$ cat src/hdl/adccr_consts.vh
`ifndef ADCCR_CONSTS_VH
`define ADCCR_CONSTS_VH

// register byte offsets
`define ADCCR_OFF_CONTROL 8'h00
`define ADCCR_OFF_RES_HIGH 8'h04
`define ADCCR_OFF_RES_LOW 8'h08
`define ADCCR_OFF_FLAGS 8'h0c
`define ADCCR_OFF_CLKDIV 8'h10

// converter_control fields
`define ADCCR_BIT_JUSTIFY 7
`define ADCCR_BIT_VREF 6
`define ADCCR_BIT_CHAN_HI 4
`define ADCCR_BIT_CHAN_LO 2
`define ADCCR_BIT_GO 1
`define ADCCR_BIT_ENABLE 0

// flags register fields
`define ADCCR_BIT_DONE_FLAG 0
`define ADCCR_BIT_IRQ_EN 1

// reset values
`define ADCCR_RST_CONTROL 8'h00
`define ADCCR_RST_CLKDIV 8'h03
`define ADCCR_RST_RESULT 10'h000

// conversion timing in converter clock periods
`define ADCCR_TAD_PER_CONV 4'hb
`define ADCCR_RES_MSB 10'h200

// AHB encodings
`define ADCCR_HTRANS_NONSEQ 2'b10
`define ADCCR_HTRANS_SEQ 2'b11

`endif

$ cat src/hdl/adccr_sar.v
`timescale 1ns/1ps
`include "adccr_consts.vh"

module adccr_sar (
   // clock and reset
   input wire clk_i,
   input wire rst_i,
   // control
   input wire tad_en_i,
   input wire start_i,
   input wire abort_i,
   input wire comp_i,
   // status and data
   output reg busy_o,
   output reg done_o,
   output reg [9:0] result_o,
   output wire [9:0] trial_o
);

   localparam ST_IDLE = 1'b0;
   localparam ST_CONV = 1'b1;

   reg [3:0] cnt;
   reg [9:0] code;
   reg [9:0] mask;

   // dac trial word: decided bits plus the bit under test
   assign trial_o = code | mask;

   always @(posedge clk_i) begin
      done_o <= 1'b0;
      if (rst_i || abort_i) begin
         // abort leaves the previous result untouched
         busy_o <= ST_IDLE;
         cnt <= 4'h0;
         code <= 10'h000;
         mask <= 10'h000;
      end else if (start_i) begin
         busy_o <= ST_CONV;
         cnt <= 4'h0;
         code <= 10'h000;
         mask <= 10'h000;
      end else begin
         case (busy_o)
            ST_IDLE: begin
               cnt <= 4'h0;
            end
            ST_CONV: begin
               if (tad_en_i) begin
                  cnt <= cnt + 4'h1;
                  if (cnt == 4'h0) begin
                     // first period: hold the sample, arm msb trial
                     mask <= `ADCCR_RES_MSB;
                  end else begin
                     // one bit per period, msb first
                     code <= comp_i ? (code | mask) : code;
                     mask <= mask >> 1;
                  end
                  if (cnt == `ADCCR_TAD_PER_CONV - 4'h1) begin
                     // 11 periods per conversion
                     busy_o <= ST_IDLE;
                     done_o <= 1'b1;
                     result_o <= comp_i ? (code | mask) : code;
                  end
               end
            end
            default: busy_o <= ST_IDLE;
         endcase
      end
      if (rst_i) begin
         result_o <= `ADCCR_RST_RESULT;
      end
   end

endmodule // adccr_sar

$ cat src/hdl/adccr_top.v
// Operation
// - completion seen by go bit reading zero or by done interrupt
// - control bit 7: one right justified, zero left justified
// - control bit 6: one external reference pin, zero supply rail
// - channel bits 4:2 pick inputs 0-3, comparator ref, 0.6V, 1.2V
// - writing one to bit 1 starts; reads one while converting
// - go bit cleared by hardware at completion; zero means idle
// - bit 0 enables converter; zero holds all converter logic idle
// - left justified: high register bits 7:0 hold result 9:2
// - left justified: low register bits 7:6 hold result 1:0, rest zero
// - right justified: high register bits 1:0 hold result 9:8, rest zero
// - right justified: low register bits 7:0 hold result 7:0
// - result is unsigned 10-bit code of 1024 steps
// - completion clears go, sets done flag, loads result registers
// - clearing go early aborts and keeps previous result
// - a conversion lasts 11 converter clock periods
`timescale 1ns/1ps
`include "adccr_consts.vh"

module adccr_top (
   // clock and reset
   input wire CLK_I,
   input wire RST_I,
   // AHB-Lite slave
   input wire HSEL_I,
   input wire [7:0] HADDR_I,
   input wire [1:0] HTRANS_I,
   input wire HWRITE_I,
   input wire [2:0] HSIZE_I,
   input wire [31:0] HWDATA_I,
   input wire HREADY_I,
   output reg [31:0] HRDATA_O,
   output wire HREADYOUT_O,
   output wire HRESP_O,
   // analog front end
   input wire COMP_I,
   output reg [9:0] DAC_O,
   output reg [2:0] CHANNEL_O,
   output reg VREF_EXT_O,
   output reg ANALOG_ON_O,
   output reg SAMPLE_O,
   // completion
   output reg DONE_FLAG_O,
   output reg DONE_IRQ_O
);

   // converter_control fields
   reg result_justify_select;
   reg positive_reference_select;
   reg [2:0] input_channel_select;
   reg converter_enable;
   // flags and divider
   reg conversion_done_flag;
   reg conversion_done_irq_enable;
   reg [7:0] clk_div;
   reg [7:0] div_cnt;
   reg tad_en;
   // terminal count of the divider, never below one
   wire [7:0] tad_top;
   // reset image of converter_control, sliced per field
   localparam [7:0] RST_CTRL = `ADCCR_RST_CONTROL;
   // stored result
   wire [9:0] result_bits;

   // bus pipeline
   reg wr_pend;
   reg rd_wait;
   reg [7:0] wr_addr;
   wire addr_phase;
   wire wr_ctrl;
   wire wr_flags;
   wire wr_div;
   wire [31:0] wd;

   // converter handshake
   wire busy;
   wire done;
   wire [9:0] trial;
   reg start;
   reg abort;

   // format one result register from the 10-bit code
   function [7:0] fmt_result;
      input right;
      input high;
      input [9:0] res;
      begin
         if (right) begin
            if (high) begin
               fmt_result = {6'h00, res[9:8]};
            end else begin
               fmt_result = res[7:0];
            end
         end else begin
            if (high) begin
               fmt_result = res[9:2];
            end else begin
               fmt_result = {res[1:0], 6'h00};
            end
         end
      end
   endfunction

   // read mux, unmapped and unused bits zero
   function [31:0] read_word;
      input [7:0] a;
      input [7:0] ctrl;
      input [7:0] hi;
      input [7:0] lo;
      input [7:0] flg;
      input [7:0] dv;
      begin
         case (a)
            `ADCCR_OFF_CONTROL: read_word = {24'h000000, ctrl};
            `ADCCR_OFF_RES_HIGH: read_word = {24'h000000, hi};
            `ADCCR_OFF_RES_LOW: read_word = {24'h000000, lo};
            `ADCCR_OFF_FLAGS: read_word = {24'h000000, flg};
            `ADCCR_OFF_CLKDIV: read_word = {24'h000000, dv};
            default: read_word = 32'h00000000;
         endcase
      end
   endfunction

   // bus slave: zero-wait writes, one wait state on reads
   assign addr_phase = HSEL_I && HREADY_I &&
                       ((HTRANS_I == `ADCCR_HTRANS_NONSEQ) ||
                        (HTRANS_I == `ADCCR_HTRANS_SEQ));
   assign HREADYOUT_O = ~rd_wait;
   assign HRESP_O = 1'b0;
   assign wd = HWDATA_I;
   assign wr_ctrl = wr_pend && (wr_addr == `ADCCR_OFF_CONTROL);
   assign wr_flags = wr_pend && (wr_addr == `ADCCR_OFF_FLAGS);
   assign wr_div = wr_pend && (wr_addr == `ADCCR_OFF_CLKDIV);

   always @(posedge CLK_I) begin
      if (RST_I) begin
         wr_pend <= 1'b0;
         rd_wait <= 1'b0;
         wr_addr <= 8'h00;
      end else begin
         wr_pend <= addr_phase && HWRITE_I;
         rd_wait <= addr_phase && !HWRITE_I;
         if (addr_phase) begin
            wr_addr <= HADDR_I;
         end
      end
   end

   // read data loaded in the wait cycle, after any prior write landed
   always @(posedge CLK_I) begin
      if (RST_I) begin
         HRDATA_O <= 32'h00000000;
      end else if (rd_wait) begin
         HRDATA_O <= read_word(wr_addr,
            {result_justify_select, positive_reference_select, 1'b0,
             input_channel_select, busy, converter_enable},
            fmt_result(result_justify_select, 1'b1, result_bits),
            fmt_result(result_justify_select, 1'b0, result_bits),
            {6'h00, conversion_done_irq_enable, conversion_done_flag},
            clk_div);
      end
   end

   // control register; bit 5 has no storage
   always @(posedge CLK_I) begin
      if (RST_I) begin
         result_justify_select <= RST_CTRL[`ADCCR_BIT_JUSTIFY];
         positive_reference_select <= RST_CTRL[`ADCCR_BIT_VREF];
         input_channel_select <= RST_CTRL[`ADCCR_BIT_CHAN_HI:`ADCCR_BIT_CHAN_LO];
         converter_enable <= RST_CTRL[`ADCCR_BIT_ENABLE];
      end else if (wr_ctrl) begin
         result_justify_select <= wd[`ADCCR_BIT_JUSTIFY];
         positive_reference_select <= wd[`ADCCR_BIT_VREF];
         input_channel_select <= wd[`ADCCR_BIT_CHAN_HI:`ADCCR_BIT_CHAN_LO];
         converter_enable <= wd[`ADCCR_BIT_ENABLE];
      end
   end

   // start and abort decode from a control write; abort also held while the converter is disabled
   always @* begin
      start = 1'b0;
      abort = 1'b0;
      if (wr_ctrl) begin
         // start needs the converter already on and the new value on
         start = wd[`ADCCR_BIT_GO] && wd[`ADCCR_BIT_ENABLE] &&
                 converter_enable && !busy;
         // go written zero mid conversion aborts
         abort = busy && (!wd[`ADCCR_BIT_GO] || !wd[`ADCCR_BIT_ENABLE]);
      end
      if (!converter_enable) begin
         abort = 1'b1;
      end
   end

   // flags register: done flag is write-one-to-clear, set wins
   always @(posedge CLK_I) begin
      if (RST_I) begin
         conversion_done_flag <= 1'b0;
         conversion_done_irq_enable <= 1'b0;
      end else begin
         if (wr_flags) begin
            conversion_done_irq_enable <= wd[`ADCCR_BIT_IRQ_EN];
         end
         if (done) begin
            conversion_done_flag <= 1'b1;
         end else if (wr_flags && wd[`ADCCR_BIT_DONE_FLAG]) begin
            conversion_done_flag <= 1'b0;
         end
      end
   end

   // dac output is one flop behind the trial word, so a period of one clock
   // would let the comparator judge a stale level: two clocks at the least
   assign tad_top = (clk_div == 8'h00) ? 8'h01 : clk_div;

   // converter clock divider, stopped while disabled
   always @(posedge CLK_I) begin
      if (RST_I) begin
         clk_div <= `ADCCR_RST_CLKDIV;
         div_cnt <= 8'h00;
         tad_en <= 1'b0;
      end else begin
         if (wr_div) begin
            clk_div <= wd[7:0];
         end
         if (!converter_enable || start) begin
            div_cnt <= 8'h00;
            tad_en <= 1'b0;
         end else if (div_cnt == tad_top) begin
            div_cnt <= 8'h00;
            tad_en <= 1'b1;
         end else begin
            div_cnt <= div_cnt + 8'h01;
            tad_en <= 1'b0;
         end
      end
   end

   adccr_sar u_sar (
      .clk_i(CLK_I),
      .rst_i(RST_I),
      .tad_en_i(tad_en),
      .start_i(start),
      .abort_i(abort),
      .comp_i(COMP_I),
      .busy_o(busy),
      .done_o(done),
      .result_o(result_bits),
      .trial_o(trial)
   );

   // front end drive, all from flip-flops
   always @(posedge CLK_I) begin
      if (RST_I) begin
         DAC_O <= 10'h000;
         CHANNEL_O <= 3'h0;
         VREF_EXT_O <= 1'b0;
         ANALOG_ON_O <= 1'b0;
         SAMPLE_O <= 1'b0;
         DONE_FLAG_O <= 1'b0;
         DONE_IRQ_O <= 1'b0;
      end else begin
         DAC_O <= converter_enable ? trial : 10'h000;
         CHANNEL_O <= input_channel_select;
         VREF_EXT_O <= positive_reference_select;
         ANALOG_ON_O <= converter_enable;
         // acquisition runs while on and not converting
         SAMPLE_O <= converter_enable && !busy && !start;
         DONE_FLAG_O <= conversion_done_flag;
         DONE_IRQ_O <= conversion_done_flag && conversion_done_irq_enable;
      end
   end

endmodule // adccr_top

$ cat config.mk
export PLATFORM = sky130hd
export DESIGN_NAME = adccr_top
export DESIGN_NICKNAME = d
export VERILOG_FILES = /design/src/hdl/adccr_sar.v /design/src/hdl/adccr_top.v
export VERILOG_INCLUDE_DIRS = /design/src /design/src/hdl
export SDC_FILE = /design/constraint.sdc
export NUM_CORES = 1
export LEC_CHECK = 0
export BUFFER_PORTS_ARGS = -buffer_cell sky130_fd_sc_hd__buf_2
export CAP_MARGIN = 20
export CORE_MARGIN = 2
export CORE_UTILIZATION = 48
export DETAILED_ROUTE_END_ITERATION = 16
export PLACE_DENSITY = 0.78
export SYNTH_ARGS = -nofsm -noshare
export SYNTH_HDL_FRONTEND = slang
export SYNTH_SLANG_ARGS = --single-unit
$ cat constraint.sdc
create_clock -name CLK_I -period 2.3 [get_ports CLK_I]
set_input_delay 0.69 -clock CLK_I [delete_from_list [all_inputs] [get_ports CLK_I]]
set_output_delay 0.69 -clock CLK_I [all_outputs]
set_load 0.02 [all_outputs]
Word-level counts from Yosys, hierarchy flattened
Cells that the tools add are included.
Widths: inputs -> output; s select.
{"block": "classes", "eq_ne": 9, "bitwise": 8, "reduce_logical": 37, "muxes": 19, "n_addsub": 2}
{"op": "$pmux 8 s5", "count": 1}
{"op": "$mux 8", "count": 3}
{"op": "$mux 10", "count": 2}
{"op": "$eq 8x4->1 const B", "count": 2}
{"op": "$logic_not 8->1", "count": 2}
{"op": "$logic_and 1x1->1", "count": 15}
{"op": "$mux 1", "count": 11}
{"op": "$or 10x10->10", "count": 1}
{"op": "$add 8x1->8 const B", "count": 1}
{"op": "$eq 8x3->1 const B", "count": 1}
{"op": "$eq 8x5->1 const B", "count": 1}
{"op": "$eq 8x8->1", "count": 1}
{"op": "$pmux 4 s2", "count": 1}
{"op": "$not 1->1", "count": 7}
{"op": "$logic_not 1->1", "count": 6}
{"op": "$reduce_or 2->1", "count": 3}
{"op": "$reduce_and 5->1", "count": 1}
{"op": "$add 4x1->4 const B", "count": 1}
{"op": "$eq 2x2->1 const B", "count": 2}
{"op": "$eq 4x4->1 const B", "count": 1}
{"op": "$logic_not 4->1", "count": 1}
{"op": "$logic_or 1x1->1", "count": 4}
{"op": "$mux 4", "count": 1}
{"op": "$reduce_or 4->1", "count": 1}
{"op": "other kinds (5)", "count": 5}
{"block": "totals", "in_bits": 51, "word_cells": 101, "ff_bits": 121}

Longest topological paths before layout
{"block": "logic_depth", "depth_word": 8, "depth_mapped": 7, "mapped_depth_nobuf": 6}

Hierarchy
Synthesis repeated with hierarchy kept, for this count alone.
{"block": "hier_totals", "hier_cells": 479, "hier_area_um2": 4370.4}
{"module": "adccr_top", "seq_area_each_um2": 1221.2, "n_inst": 1, "area_each_um2": 2840.2, "cells_per_inst": 305}
{"module": "adccr_sar", "seq_area_each_um2": 720.7, "n_inst": 1, "area_each_um2": 1530.2, "cells_per_inst": 174}

Worst setup path before layout
Ideal clock, no wire load.
{"block": "synth_timing", "path_type": "input port to flip-flop", "start": "input RST_I", "end": "register u_sar.result_o[1]", "t_arrival_ns": 1.693, "setup_time_ns": 0.086, "slack_ns": 0.520, "n_path_buf": 2, "path_stages": 7, "path_cell_list": "clkbuf_1 inv_1 nand2_1 inv_1 nand3_1 buf_4 a221oi_2"}
{"block": "synth_via", "elab_chain_len": 3}
{"element": "start, declared", "line_no": "adccr_top.v:23", "source": "input wire RST_I,"}
{"element": "$logic_or 1x1->1", "line_no": "adccr_sar.v:32", "source": "if (rst_i || abort_i) begin"}
{"element": "$not 1->1 (no source line)"}
{"element": "$reduce_and 5->1 (no source line)"}
{"element": "end signal, assigned", "line_no": "adccr_sar.v:63", "source": "result_o <= comp_i ? (code | mask) : code;"}
{"element": "end signal, assigned", "line_no": "adccr_sar.v:71", "source": "result_o <= `ADCCR_RST_RESULT;"}
{"element": "end, declared", "line_no": "adccr_sar.v:16", "source": "output reg [9:0] result_o,"}
Several ways; a longest one is shown, not always the timed one.
A chain may end at the register's enable or synchronous reset.

Final worst setup path
{"block": "layout_timing", "start": "register wr_addr[0]", "end": "register u_sar.result_o[6]"}
{"block": "layout_via", "elab_chain_len": 7, "elab_cells_between_ends": 9, "classes_between": "3 x mux; 2 x bitwise; 4 x reduce/logical"}
{"element": "start, declared", "line_no": "adccr_top.v:68", "source": "reg [7:0] wr_addr;"}
{"element": "start signal, assigned", "line_no": "adccr_top.v:139", "source": "wr_addr <= 8'h00;"}
{"element": "start signal, assigned", "line_no": "adccr_top.v:144", "source": "wr_addr <= HADDR_I;"}
{"element": "$logic_not 8->1 *"}
{"element": "$logic_and 1x1->1 *", "line_no": "adccr_top.v:131", "source": "assign wr_ctrl = wr_pend && (wr_addr == `ADCCR_OFF_CONTROL);"}
{"element": "$mux 1", "line_no": "adccr_top.v:183", "source": "if (wr_ctrl) begin"}
{"element": "$mux 1", "line_no": "adccr_top.v:190", "source": "if (!converter_enable) begin"}
{"element": "$logic_or 1x1->1", "line_no": "adccr_sar.v:32"}
{"element": "$not 1->1 (no source line)"}
{"element": "$reduce_and 5->1 (no source line) *"}
Mark *: on every way between the ends. The rest lies on a longest branch, timed or not.

==> flow_summary.ini <==
[synthesis]
avgSynthCellArea_um2 = 9.17
ys_ff_latch = 97
yosys.area.top_type = dfxtp_1
synth.distinct_cells = 52
synth_top_area_share = 0.466
async_flop_share = 0
yosysWarnings = 0
ys.flop_type = dfxtp_1
synth_edf_count = 0
netlist_instances = 455
seq_area_frac_synth = 0.466
synth_area_leaders = dfxtp_1, nor2_1, a21oi_1, buf_4, nand2_1
netlist_area_um2 = 4170

[floorplan]
die_w_um = 97.2
initial_core_util = 0.485
ioPinCount = 103
fp.dieH_um = 97.2
core-area_um2 = 8590
rows = 34
die_area_um2 = 9450

[drt]
vias_per_cell = 5.33
drt-total-wl_um = 8990
ant_nets = 0
drtIter0Drc = 156
drc = 0
vias = 3292
wl_per_cell_um = 14.6
dr.pass1.iters = 4

[pwr]
p_int_uw = 2160
vdd_ir_drop_max_v = 0.000413
seqPwrFrac = 0.576
pwr_density_cell_nw_per_um2 = 636
leakage_uw = 0.00177
pwr-share-comb = 0.054
sw_frac_of_total = 0.267
power.switching_uw = 787
clkPwrFrac = 0.370

[clock_network]
clk_transition_reported_paths_ns = 0.10
post_cts_buffers = 0
clock_path_buffers = 2
h-tree-depth = 3
cts_hold_buf = 0
clkLatencyLatePin_ns = 0.38
cts_tree = built
cts_root_buf = clkbuf_8
cts_resized = 0
numCtsBuffers = 9
clkSinkCount = 97

[timing]
timing.final.crit_share = 0.873
slew_violations = 0
finalWorstSetupSlack_ns = 0.292
setup_tns_ns = 0
fmax_mhz = 498
final-hold-violation-count = 0
tightest_slew_ns = 0.794
finalSetupViolCount = 0
fin_skew_ns = 0.0114
slew-limit-headroom = 0.466
rsz0062_at_grt = false
min_period_ns = 2.01

[place]
dpl_worst_slack_ns = 0.157
gp_congestion = 0.868
io_buffers = 49
place_hpwl_um = 6450

[worst_setup_path]
critPathRequiredTime_ns = 2.59
cp-end-kind = register
critPathKind = register to register
startpoint = wr_addr[0]
cp.arrival_ns = 2.30
critPathLaunchType = register
worstReg2RegStart = wr_addr[0]
crit_fanout = 10
r2r_setup_slack_ns = 0.29

[final_layout]
antenna_cells = 0
final_cell_mix = dfxtp_1, nor2_1, buf_2, nand2_1, a21oi_1
final_nets = 560
drive_above_1_share = 0.202
syn_to_final_growth_pct = 11.2
final_common_cell = dfxtp_1

[global_routing]
grt_pass1_vias = 3008
grt_max_degree = 42
grt_pass1_wl_um = 14700
antenna_found_initial = 0
grt_usage = 0.190
gr-total-overflow = 0

[min_path]
min_from = input_channel_select[0]
worstHoldPathType = register to register

[job]
cap_violations = 0

[run_status]
status = complete, no violations
[stage by stage]
stage | area [um2] | utilization | hold WS (ns) | power (uW) | instances
6_report | 4640 | 0.540 | 0.476 | 2950 | 618
5_1_grt | 4640 | 0.540 | 0.497 | 3050 | 618
4_1_cts | 4640 | 0.540 | 0.479 | 2970 | 618
3_5_place_dp | 4450 | 0.517 | 0.464 | 1890 | 602
3_3_place_gp | 4450 | 0.517 | 0.450 | 1890 | 602
2_1_floorplan | 4260 | - | 0.438 | 1880 | 479
[worst max-delay path: stages, from the launching register on]
cell and delay, ns:
dfxtp_1 0.42, nor4_4 0.54, o2111ai_2 0.26, and3_1 0.42, a221oi_2 0.29
[final cells by class]
| cell class | count | area (um2) |
|---|---|---|
| Clock buffer | 9 | 124 |
| Clock inverter | 7 | 68.8 |
| Fill cell | 807 | 3950 |
| Inverter | 17 | 63.8 |
| Multi-Input combinational cell | 320 | 1980 |
| Sequential cell | 97 | 1940 |
| Tap cell | 108 | 135 |
| Timing Repair Buffer | 60 | 328 |
[power groups by stage]
stage	logic [uW]	clock network (uW)	registers, uW
after global routing	171	1170	1700
final	158	1090	1700
after floorplan	141	0	1740
after detailed placement	156	0	1740
after global placement	153	0	1740
after CTS	156	1110	1700
[cells in the mapped netlist (all sizes together) (2+ instances only)]
| cell | count |
|---|---|
| and3 | 5 |
| xnor2 | 7 |
| nor3 | 10 |
| and2 | 2 |
| nand2b | 3 |
| o211ai | 2 |
| nand3b | 3 |
| dfxtp | 97 |
| nand3 | 10 |
| a222oi | 2 |
| a211oi | 11 |
| inv | 16 |
| nand4 | 6 |
| mux2 | 6 |
| clkbuf | 14 |
| o21ai | 2 |
| xor2 | 10 |
| a21oi | 42 |
| mux2i | 13 |
| a22oi | 9 |
| buf | 31 |
| nor2 | 60 |
| a32o | 2 |
| nor3b | 2 |
| a221oi | 13 |
| nand2 | 47 |
| and3b | 2 |
| ha | 4 |
| nor2b | 5 |
| nor4 | 5 |
[metal layers]
metal,GRT usage,vias up,part of all wire
met5,0,-,0
met4,0.0737,0,0.019
met3,0.0432,14,0.054
met2,0.314,98,0.48
met1,0.242,1542,0.44
li1,-,1638,-
[logic make-up after synthesis]
group | Yosys count | share of synthesized area
AO/OA/AOI/OAI | 90 | 0.161
XOR/XNOR | 17 | 0.0357
adder cells (fa/ha/maj) | 4 | 0.0120
buffers and inverters | 62 | 0.0819
flip-flops | 97 | 0.466
multiplexers | 19 | 0.0474
other | 1 | 0.000899
AND/OR/NAND/NOR | 165 | 0.196
[state kept, by name (all words and copies together) (netlist names), 3 cells and up]
signal / flops
CHANNEL_O: 3
DAC_O: 10
HRDATA_O: 8
clk_div: 8
div_cnt: 8
input_channel_select: 3
u_sar.cnt: 4
u_sar.code: 10
u_sar.mask: 10
u_sar.result_o: 10
wr_addr: 8
[worst paths after layout]
check / to / cells past startpoint
min reg2reg: input_channel_select[0] / 2
max: u_sar.result_o[6] / 4
min: input_channel_select[0] / 2
max reg2reg: u_sar.result_o[6] / 4
(Power assumes the default switching activity.)
